<file path="src/design/usbt_pkg.sv">
// Package for the SOF timeout and OTG port control block
package usbt_pkg;
  // Register offsets on the plain register port
  localparam logic [15:0] ADDR_P1_FRAME = 16'hC092;
  localparam logic [15:0] ADDR_P1_COUNT = 16'hC094;
  localparam logic [15:0] ADDR_OTG_CTRL = 16'hC098;
  localparam logic [15:0] ADDR_P2_FRAME = 16'hC0B2;
  localparam logic [15:0] ADDR_P2_COUNT = 16'hC0B4;
  localparam logic [15:0] ADDR_P1_STAT = 16'hC200;
  localparam logic [15:0] ADDR_P1_IEN = 16'hC202;
  localparam logic [15:0] ADDR_P2_STAT = 16'hC204;
  localparam logic [15:0] ADDR_P2_IEN = 16'hC206;
  // Reset values
  localparam logic [13:0] COUNT_RST = 14'h2EE0;
  localparam logic [15:0] OTG_CTRL_RST = 16'h0000;
  // Frame register fields
  localparam int FRM_FLAG_BIT = 15;
  localparam int FRM_CNT_LSB = 12;
  localparam logic [2:0] TO_CNT_MAX = 3'h7;
  // Timeout flag and its enable share bit 0 of the status and enable words
  localparam int STAT_TO_BIT = 0;
  // OTG control fields
  localparam int OTG_VBUS_PU_BIT = 13;
  localparam int OTG_RX_DIS_BIT = 12;
  localparam int OTG_PUMP_BIT = 11;
  localparam int OTG_DISCH_BIT = 10;
  localparam int OTG_DP_PU_BIT = 9;
  localparam int OTG_DM_PU_BIT = 8;
  localparam int OTG_DP_PD_BIT = 7;
  localparam int OTG_DM_PD_BIT = 6;
  localparam int OTG_VBUS_LVL_BIT = 2;
  localparam int OTG_ID_BIT = 1;
  localparam int OTG_VALID_BIT = 0;
  localparam logic [15:0] OTG_WR_MASK = 16'h3FC0;
  // Time base: 12 MHz tick from 20 MHz core clock by phase accumulator
  localparam int CORE_HZ = 20000000;
  localparam int TICK_HZ = 12000000;
  localparam logic [24:0] TICK_STEP = 25'(TICK_HZ);
  localparam logic [24:0] TICK_WRAP = 25'(CORE_HZ);
  // Pin bundle for the OTG analog controls
  typedef struct packed {
    logic vbus_pu_en;
    logic rx_pwr_dn;
    logic pump_en;
    logic vbus_dis_en;
    logic dp_pu_en;
    logic dm_pu_en;
    logic dp_pd_en;
    logic dm_pd_en;
  } usbt_otg_pins_type;
  // Port-side events
  typedef struct packed {
    logic sof_seen;
    logic eop_seen;
    logic [10:0] frame_num;
    logic full_speed;
  } usbt_port_evt_type;
endpackage

</file>
<file path="src/design/usbt_sof_timer.sv">
// One port's SOF/EOP interval counter, timeout flag and frame capture
`timescale 1ns/1ps
`default_nettype none
module usbt_sof_timer
  import usbt_pkg::*;
(
  // Clock and reset
  input wire logic core_clk,
  input wire logic nrst,
  // Time base
  input wire logic tick_en,
  // Port events (same clock domain)
  input wire usbt_port_evt_type evt,
  // Register controls
  input wire logic count_wr,
  input wire logic [13:0] count_wdata,
  input wire logic to_ien,
  input wire logic flag_clr,
  // Results
  output logic [13:0] count_ff,
  output logic [15:0] frame_reg,
  output logic to_flag_ff
);
  logic [13:0] interval_ff;
  logic [10:0] frame_ff;
  logic [2:0] to_cnt_ff;
  logic sof_or_eop;
  logic expire;

  assign sof_or_eop = evt.sof_seen | evt.eop_seen;
  // Expiry fires once as the counter reaches zero
  assign expire = tick_en && !sof_or_eop && (count_ff == 14'h0001);

  // Programmed interval, reloaded on each frame
  always_ff @(posedge core_clk or negedge nrst) begin
    if (!nrst) begin
      interval_ff <= COUNT_RST;
    end else if (count_wr) begin
      interval_ff <= count_wdata;
    end
  end

  // Down counter; a write also restarts timing
  always_ff @(posedge core_clk or negedge nrst) begin
    if (!nrst) begin
      count_ff <= COUNT_RST;
    end else if (count_wr) begin
      count_ff <= count_wdata;
    end else if (sof_or_eop) begin
      count_ff <= interval_ff;
    end else if (tick_en && count_ff != 14'h0000) begin
      count_ff <= count_ff - 14'h0001;
    end
  end

  // Frame number only at full speed; kept through a timeout
  always_ff @(posedge core_clk or negedge nrst) begin
    if (!nrst) begin
      frame_ff <= 11'h000;
    end else if (evt.sof_seen && evt.full_speed) begin
      frame_ff <= evt.frame_num;
    end
  end

  // Timeout event count, saturating, only while enabled
  always_ff @(posedge core_clk or negedge nrst) begin
    if (!nrst) begin
      to_cnt_ff <= 3'h0;
    end else if (sof_or_eop) begin
      to_cnt_ff <= 3'h0;
    end else if (to_ien && expire && to_cnt_ff != TO_CNT_MAX) begin
      to_cnt_ff <= to_cnt_ff + 3'h1;
    end
  end

  // Sticky flag; a new timeout beats a same-cycle clear
  always_ff @(posedge core_clk or negedge nrst) begin
    if (!nrst) begin
      to_flag_ff <= 1'b0;
    end else if (to_ien && expire) begin
      to_flag_ff <= 1'b1;
    end else if (flag_clr) begin
      to_flag_ff <= 1'b0;
    end
  end

  assign frame_reg = {to_flag_ff, to_cnt_ff, 1'b0, frame_ff};
endmodule
`default_nettype wire

</file>
<file path="src/design/usbt_top.sv">
// Top: register port, 12 MHz time base, two port timers, OTG control
// Function
// - Three-bit timeout count in frame bits 14:12, saturating at seven.
// - Timeout count clears when SOF or EOP arrives.
// - Timeout count only advances while timeout interrupt enable is set.
// - Full speed SOF frame number captured into frame bits 10:0.
// - Frame number kept unchanged when a timeout happens.
// - Timeout raised, if enabled, when counter expires before next SOF/EOP.
// - Down counter decrements on each 12 MHz tick until it reaches zero, then holds.
// - Count register bits 13:0 show counter; reset value 0x2EE0.
// - Control bit 13 drives the VBUS pull-up enable.
// - Control bit 12 powers down the OTG receiver.
// - Control bit 11 enables the VBUS charge pump.
// - Control bit 10 enables the VBUS discharge pull-down.
// - Control bits 9 and 8 enable D+ and D- pull-ups.
// - Control bits 7 and 6 enable D+ and D- pull-downs.
// - Control bit 2 reads the VBUS pin logic level.
// - Control bit 1 reads the ID pin state.
// - Control bit 0 reads one when VBUS is above valid threshold.
// - Frame bit 15 shows the timeout flag.
// - Writing one to a status flag bit clears it.
`timescale 1ns/1ps
`default_nettype none
module usbt_top
  import usbt_pkg::*;
(
  // Clock and reset
  input wire logic core_clk,
  input wire logic nrst,
  // Register port
  input wire logic [15:0] reg_addr,
  input wire logic [15:0] reg_wdata,
  input wire logic reg_wr,
  input wire logic reg_rd,
  output logic [15:0] reg_rdata_ff,
  // Port events from the two serial engines
  input wire usbt_port_evt_type p1_evt,
  input wire usbt_port_evt_type p2_evt,
  // OTG pins on the otg_capable_port
  input wire logic vbus_lvl_pin,
  input wire logic id_pin,
  input wire logic vbus_valid_pin,
  output usbt_otg_pins_type otg_pins_ff
);
  logic [24:0] acc_ff;
  logic tick_ff;
  logic [15:0] otg_ctrl_ff;
  logic [1:0] vbus_sync_ff;
  logic [1:0] id_sync_ff;
  logic [1:0] valid_sync_ff;
  logic p1_ien_ff;
  logic p2_ien_ff;
  logic [13:0] p1_count;
  logic [13:0] p2_count;
  logic [15:0] p1_frame;
  logic [15:0] p2_frame;
  logic p1_flag;
  logic p2_flag;
  logic [15:0] nxt_rdata;
  logic [15:0] otg_read;

  // Shared address match for write decode
  function automatic logic hit(input logic [15:0] a, input logic [15:0] b);
    return a == b;
  endfunction

  // 12 MHz tick from 20 MHz clock: fractional accumulator, no second clock
  always_ff @(posedge core_clk or negedge nrst) begin
    if (!nrst) begin
      acc_ff <= 25'h0000000;
      tick_ff <= 1'b0;
    end else if (acc_ff + TICK_STEP >= TICK_WRAP) begin
      acc_ff <= acc_ff + TICK_STEP - TICK_WRAP;
      tick_ff <= 1'b1;
    end else begin
      acc_ff <= acc_ff + TICK_STEP;
      tick_ff <= 1'b0;
    end
  end

  // Pin inputs pass two flops before any logic reads them
  always_ff @(posedge core_clk or negedge nrst) begin
    if (!nrst) begin
      vbus_sync_ff <= 2'h0;
      id_sync_ff <= 2'h0;
      valid_sync_ff <= 2'h0;
    end else begin
      vbus_sync_ff <= {vbus_sync_ff[0], vbus_lvl_pin};
      id_sync_ff <= {id_sync_ff[0], id_pin};
      valid_sync_ff <= {valid_sync_ff[0], vbus_valid_pin};
    end
  end

  // OTG control bits; read-only and reserved bits are masked out
  always_ff @(posedge core_clk or negedge nrst) begin
    if (!nrst) begin
      otg_ctrl_ff <= OTG_CTRL_RST;
    end else if (reg_wr && hit(reg_addr, ADDR_OTG_CTRL)) begin
      otg_ctrl_ff <= reg_wdata & OTG_WR_MASK;
    end
  end

  // Analog enables driven from flops, one cycle after the write
  always_ff @(posedge core_clk or negedge nrst) begin
    if (!nrst) begin
      otg_pins_ff <= '0;
    end else begin
      otg_pins_ff.vbus_pu_en <= otg_ctrl_ff[OTG_VBUS_PU_BIT];
      otg_pins_ff.rx_pwr_dn <= otg_ctrl_ff[OTG_RX_DIS_BIT];
      otg_pins_ff.pump_en <= otg_ctrl_ff[OTG_PUMP_BIT];
      otg_pins_ff.vbus_dis_en <= otg_ctrl_ff[OTG_DISCH_BIT];
      otg_pins_ff.dp_pu_en <= otg_ctrl_ff[OTG_DP_PU_BIT];
      otg_pins_ff.dm_pu_en <= otg_ctrl_ff[OTG_DM_PU_BIT];
      otg_pins_ff.dp_pd_en <= otg_ctrl_ff[OTG_DP_PD_BIT];
      otg_pins_ff.dm_pd_en <= otg_ctrl_ff[OTG_DM_PD_BIT];
    end
  end

  // Timeout interrupt enables, one per port
  always_ff @(posedge core_clk or negedge nrst) begin
    if (!nrst) begin
      p1_ien_ff <= 1'b0;
      p2_ien_ff <= 1'b0;
    end else begin
      if (reg_wr && hit(reg_addr, ADDR_P1_IEN)) begin
        p1_ien_ff <= reg_wdata[STAT_TO_BIT];
      end
      if (reg_wr && hit(reg_addr, ADDR_P2_IEN)) begin
        p2_ien_ff <= reg_wdata[STAT_TO_BIT];
      end
    end
  end

  usbt_sof_timer u_p1 (
    .core_clk(core_clk),
    .nrst(nrst),
    .tick_en(tick_ff),
    .evt(p1_evt),
    .count_wr(reg_wr && hit(reg_addr, ADDR_P1_COUNT)),
    .count_wdata(reg_wdata[13:0]),
    .to_ien(p1_ien_ff),
    .flag_clr(reg_wr && hit(reg_addr, ADDR_P1_STAT) && reg_wdata[STAT_TO_BIT]),
    .count_ff(p1_count),
    .frame_reg(p1_frame),
    .to_flag_ff(p1_flag)
  );

  usbt_sof_timer u_p2 (
    .core_clk(core_clk),
    .nrst(nrst),
    .tick_en(tick_ff),
    .evt(p2_evt),
    .count_wr(reg_wr && hit(reg_addr, ADDR_P2_COUNT)),
    .count_wdata(reg_wdata[13:0]),
    .to_ien(p2_ien_ff),
    .flag_clr(reg_wr && hit(reg_addr, ADDR_P2_STAT) && reg_wdata[STAT_TO_BIT]),
    .count_ff(p2_count),
    .frame_reg(p2_frame),
    .to_flag_ff(p2_flag)
  );

  // OTG readback: control bits plus synchronised pin status
  always_comb begin
    otg_read = otg_ctrl_ff;
    otg_read[OTG_VBUS_LVL_BIT] = vbus_sync_ff[1];
    otg_read[OTG_ID_BIT] = id_sync_ff[1];
    otg_read[OTG_VALID_BIT] = valid_sync_ff[1];
  end

  // Read mux; unmapped addresses read zero
  always_comb begin
    case (reg_addr)
      ADDR_P1_FRAME: nxt_rdata = p1_frame;
      ADDR_P2_FRAME: nxt_rdata = p2_frame;
      ADDR_P1_COUNT: nxt_rdata = {2'b00, p1_count};
      ADDR_P2_COUNT: nxt_rdata = {2'b00, p2_count};
      ADDR_OTG_CTRL: nxt_rdata = otg_read;
      ADDR_P1_STAT: nxt_rdata = {15'h0000, p1_flag};
      ADDR_P2_STAT: nxt_rdata = {15'h0000, p2_flag};
      ADDR_P1_IEN: nxt_rdata = {15'h0000, p1_ien_ff};
      ADDR_P2_IEN: nxt_rdata = {15'h0000, p2_ien_ff};
      default: nxt_rdata = 16'h0000;
    endcase
  end

  // Read data valid only in the cycle after the strobe
  always_ff @(posedge core_clk or negedge nrst) begin
    if (!nrst) begin
      reg_rdata_ff <= 16'h0000;
    end else if (reg_rd) begin
      reg_rdata_ff <= nxt_rdata;
    end else begin
      reg_rdata_ff <= 16'h0000;
    end
  end
endmodule
`default_nettype wire

</file>
<file path="config.mk">
export PLATFORM = sky130hd
export DESIGN_NAME = usbt_top
export DESIGN_NICKNAME = d
export VERILOG_FILES = /design/src/design/usbt_pkg.sv /design/src/design/usbt_sof_timer.sv /design/src/design/usbt_top.sv
export SDC_FILE = /design/constraint.sdc
export NUM_CORES = 1
export LEC_CHECK = 0
export BUFFER_PORTS_ARGS = -buffer_cell sky130_fd_sc_hd__buf_2
export CAP_MARGIN = 10
export CORE_UTILIZATION = 30
export DETAILED_ROUTE_END_ITERATION = 12
export GPL_ROUTABILITY_DRIVEN = 0
export GPL_TIMING_DRIVEN = 0
export PLACE_DENSITY = 0.57
export SLEW_MARGIN = 40
export SYNTH_ARGS = -nofsm -noshare
export SYNTH_HDL_FRONTEND = slang
export SYNTH_SLANG_ARGS = --single-unit
</file>
<file path="constraint.sdc">
create_clock -name core_clk -period 3.1 [get_ports core_clk]
set_input_delay 0.775 -clock core_clk [delete_from_list [all_inputs] [get_ports core_clk]]
set_output_delay 0.775 -clock core_clk [all_outputs]
set_load 0.05 [all_outputs]
</file>
# Yosys cells after proc, flatten, opt, wreduce, memory -nomap -nowiden
# Index checks and enable logic that the tools add are counted.
# word_totals
reg_bits,152
latchBits,0
ram_bits,0
romBits,0
out_inout_bits,24
wordCells,98
memories,0
# classes
addsub,6
n_mul,0
div,0
magnitude_cmp,1
n_eq_ne,13
shifts,0
n_mux,18
bitwise,2
reduce_logical,31
# ops
op,count
$eq 16x16->1 const B,9
$pmux 16 s9,1
$mux 14,6
$eq 14x1->1 const B,2
$reduce_bool 14->1,2
$sub 14x1->14 const B,2
$add 25x24->25 const B,1
$ge 25x25->1 const B,1
$mux 25,1
$sub 25x25->25 const B,1
$logic_and 1x1->1,21
$mux 16,1
$mux 3,4
$reduce_bool 2->1,4
$add 3x1->3 const B,2
$ne 3x3->1 const B,2
$reduce_bool 3->1,2
$mux 1,5
$logic_not 1->1,2
$or 1x1->1,2

# Logic depth before layout (Yosys ltp)
# depth
word_depth,8
mapped_depth,13
mapped_depth_nobuf,11

# Hierarchy
# A second synthesis with hierarchy kept.
# unflattened
cells_unflattened,757
hier_area_um2,7571.0
# by_module_without_submodules
mod,n_inst,cells_per_inst,area_per_inst_um2,seq_area_each_um2
usbt_sof_timer,2,229,2210.9,1093.5
usbt_top,1,299,3149.3,1451.4

# Worst setup path after synthesis
# OpenSTA, ideal clock, no wires.
# synth_path
kind,reg-to-reg
from,register acc_ff[8]
to,register acc_ff[11]
setup_ns,0.123
arrival_ns,2.786
setup_slack_ns,0.192
stages_incl_launch_ff,14
path_buffers,2
period_less_slack_ns,2.908
path_cell_list,dfrtp_1 -> buf_6 -> inv_1 -> ha_1 -> buf_6 -> nand2b_4 -> a21oi_4 -> xnor2_1 -> o2111a_1 -> a311oi_2 -> a2111o_1 -> a221oi_2 -> nor3_2 -> xnor2_1
# synth_between
elab_chain_cells,3
word_cells_on_any_way,4
cone_classes,add/sub (2); order compare (1); mux (1)
# synth_lines
element,line,rtl
from (decl),usbt_top.sv:45,logic [24:0] acc_ff;
from (signal assigned),usbt_top.sv:73,acc_ff <= acc_ff + TICK_STEP - TICK_WRAP;
from (signal assigned),usbt_top.sv:76,acc_ff <= acc_ff + TICK_STEP;
$add 25x24->25 (*),"usbt_top.sv:72, usbt_top.sv:73, usbt_top.sv:76",
$sub 25x25->25 / $ge 25x25->1 (equally long branches),"usbt_top.sv:73, usbt_top.sv:72",
$mux 25 (*),usbt_top.sv:72,end else if (acc_ff + TICK_STEP >= TICK_WRAP) begin
# Mark *: on every way between the ends. The rest lies on a longest branch, timed or not.
# A chain may end at the register's enable or synchronous reset.

# Worst setup path in the final report
# Ends and elaborated chain as after synthesis.

==> summary.txt <==
Run status: complete, no violations
Largest family of logic cells by synthesized area: simple AND/OR/NAND/NOR gates
Clock edge transition at the registers on the reported setup and hold paths: 70 ps
Clock Path Buffers: 2
Synth cell types: 85
Post-synthesis mux area share: 9.051%
Xor and xnor area share after synthesis: 4.268%
CP max stage delay: 440 ps
Compound-Gate Fraction of Synth Area: 15.01%
First-pass GRT wire length: 34160 um
Period Utilization, post-route: 96.98%
Yosys reg bits: 144
ANT nets after route: 0
Congestion Overflow GR: 0
Core Footprint: 0.02533 mm^2
Final std cells w/o fill: 1276
Number of global-route vias before repair: 6263
Final hold viol count: 0
R2R setup slack: 90 ps
Most used DFF post-synth: dfrtp_1
Crit path cell chain: buf_6, inv_1, ha_1, buf_6, nand2b_4, a21oi_4, o41ai_4, buf_6, xor2_4, a211oi_4, a2111o_1, a221oi_4, nor3_2, xnor2_1
Clock Latency Late Sink: 430 ps
DIE AREA: 0.02654 mm^2
Setup TNS: 0 ps
Die W: 162.9 um
Unrepaired setup endpoints after global routing: true
Slew Limit Headroom: 49.20%
Root Driver: clkbuf_16
Inst Count DP: 1222
Post-Synthesis Cells: 804
Fmax: 0.3326 GHz
Final clock skew: 13.78 ps
Layout cell share with drive strength beyond 1: 26.77%
Clock sink count: 144
Worst slew pin tran: 762.1 ps
# hold bufs at CTS: 0
Starting density of the core: 30.67%
Minimum clock period: 3006 ps
Crit. End Element: flip-flop
Max stage delay cell, worst path: a2111o_1
Synthesized area per cell: 9.663 um^2
Drt wl/cell: 17.08 um
Nets: 1010
Placed Area: 0.008677 mm^2
Antenna violations before repair: 3
H-tree level count: 4
Power Density: 474.9 mW/mm^2
CTS Buf Count: 17
Simple-gate share of the synthesized area: 19.62%
Final instance area: 0.009600 mm^2
Place WS: -424.2 ps
IO Pins: 91
Worst Path Max Fanout: 10
CTS tree: done
Post-Synthesis Net Count: 882
Worst setup path class: flip-flop to flip-flop
Leakage: 4.254 nW
Fin. max-slew vios: 0
Final setup fails: 0
FP Rows: 58
Peak supply drop: 337.6 uV
Synth Area in Adders: 1.772%
Worst Path Required: 3410 ps
PnR worst setup slack: 93.56 ps
Area Growth Syn to Fin: 23.58%
Yosys warns: 0
Seq/Total Area, Yosys: 46.84%
# DRC: 0
Synth async-reset ratio: 100.0%
Initial drt markers: 444
Min-delay worst type: primary input to async pin
Pwr Total: 4.559 mW
HPWL after DPL: 15840 um
Maxcap violations: 0
GRT Util Overall: 16.80%
Pre-Repair DR Iteration Count: 5
Setup crit start kind: flip-flop
Via-to-Cell Ratio: 5.134
Die Height: 162.9 um
WP data arrival: 3320 ps
Port buffer count: 86
EDFF count, synth: 0
Via count: 6551
Largest net degree at the start of global routing: 62
Synthesized area: 0.007769 mm^2
WL final: 21790 um
CP most frequent cell: buf_6
-- synthesized netlist by cell type (11+ instances only) --
master	n	area [um^2]
a31oi_1	13	81.33
nor2_1	60	225.2
xnor2_1	28	245.2
dfrtp_1	116	2903
dfstp_2	28	735.7
o211ai_1	20	150.1
a21oi_1	38	190.2
nand3_1	19	95.09
clkbuf_1	31	116.4
mux2i_1	32	320.3
ha_1	11	137.6
o22ai_1	11	68.82
inv_1	13	48.80
o21ai_0	39	195.2
nand2_1	148	555.5
nor3_1	20	100.1
mux2_2	34	382.9
-- state kept, by name, indices dropped and copies added (netlist names) --
| name | flops |
|---|---|
| acc_ff | 17 |
| reg_rdata_ff | 16 |
| u_p1.count_ff | 14 |
| u_p1.interval_ff | 14 |
| u_p2.count_ff | 14 |
| u_p2.interval_ff | 14 |
| u_p1.frame_ff | 11 |
| u_p2.frame_ff | 11 |
| otg_ctrl_ff | 8 |
| otg_pins_ff | 8 |
| u_p1.to_cnt_ff | 3 |
| u_p2.to_cnt_ff | 3 |
| id_sync_ff | 2 |
| valid_sync_ff | 2 |
| vbus_sync_ff | 2 |
| p1_ien_ff | 1 |
| p2_ien_ff | 1 |
| tick_ff | 1 |
| u_p1.to_flag_ff | 1 |
| u_p2.to_flag_ff | 1 |
-- placed cells by master (no fill, tap or decap), drive strengths merged, types with 18 or more instances in the layout --
master,netlist,final
nand3,20,20
dfrtp,116,116
inv,13,18
a21oi,40,40
mux2,34,34
nand2,148,148
xnor2,28,28
mux2i,32,32
o21ai,43,43
o211ai,20,20
clkbuf,34,54
dfstp,28,28
nor2,62,62
buf,9,118
nor3,21,21
-- final timing paths --
path | from | endpoint | cells past startpoint
min in group core_clk | vbus_sync_ff[0] | vbus_sync_ff[1] | 0
worst min register to register | vbus_sync_ff[0] | vbus_sync_ff[1] | 0
worst max-delay path | acc_ff[8] | acc_ff[11] | 14
worst min-delay path | nrst | u_p2.frame_ff[0] | 1
worst max register to register | acc_ff[8] | acc_ff[11] | 14
max in group asynchronous | nrst | u_p1.interval_ff[11] | 2
-- routing by layer --
layer	vias to the layer above	wire length, um	track usage [%]
li1	3131	-	-
met1	3233	9856	21.87
met2	158	10490	27.50
met3	25	963	3.692
met4	4	460	5.523
met5	-	22	0
-- final cells by class --
cell class                 instances  area, um^2
fill                            2522       15730
multi-input combinational        604        3998
sequential                       144        3640
timing repair buffer             109       666.9
clock buffer                      20       456.7
tap                              330       412.9
buffer                            43       226.5
clock inverter                    12       148.9
inverter                          13       48.80
antenna                            1       2.502
-- worst max-delay path: cells and delay by family, from the launching register on --
kind            cells  cell delay (ps)
compound gates      5             1250
buf+inv             4              540
xor+xnor            2              310
flops               1              390
fa+ha+maj           1              170
simple gates        2              230
-- per-stage QoR --
stage / hold WS (ps) / utilization, %
6_report: 214.7 / 37.91
5_1_grt: 222.2 / 37.91
4_1_cts: 218.0 / 36.77
3_5_place_dp: 334.7 / 34.26
3_3_place_gp: 334.1 / 34.00
2_1_floorplan: 331.2 / -
-- what timing repair did --
item                                    4_1_cts  5_1_grt
endpoints found under the setup margin       15       57
pin swaps                                     1        9
buffers inserted                              0       20
cloned                                        0        1
gates resized for setup                       5       23
-- cell families (layout without fill, tap and decap cells) --
group                    after synthesis  in the layout
other                                  0              1
flip-flops                           144            144
buffers and inverters                 56            197
XOR/XNOR                              37             37
AO/OA/AOI/OAI                        170            170
AND/OR/NAND/NOR                      320            320
multiplexers                          66             66
adder cells (fa/ha/maj)               11             11
-- power breakdown --
group          switching, mW  internal, mW  leakage (nW)
logic                  0.224         0.175          2.17
clock network          0.877          1.25         0.299
registers             0.0687          1.96          1.79
total                   1.17          3.39          4.25
(Power assumes the default switching activity.)
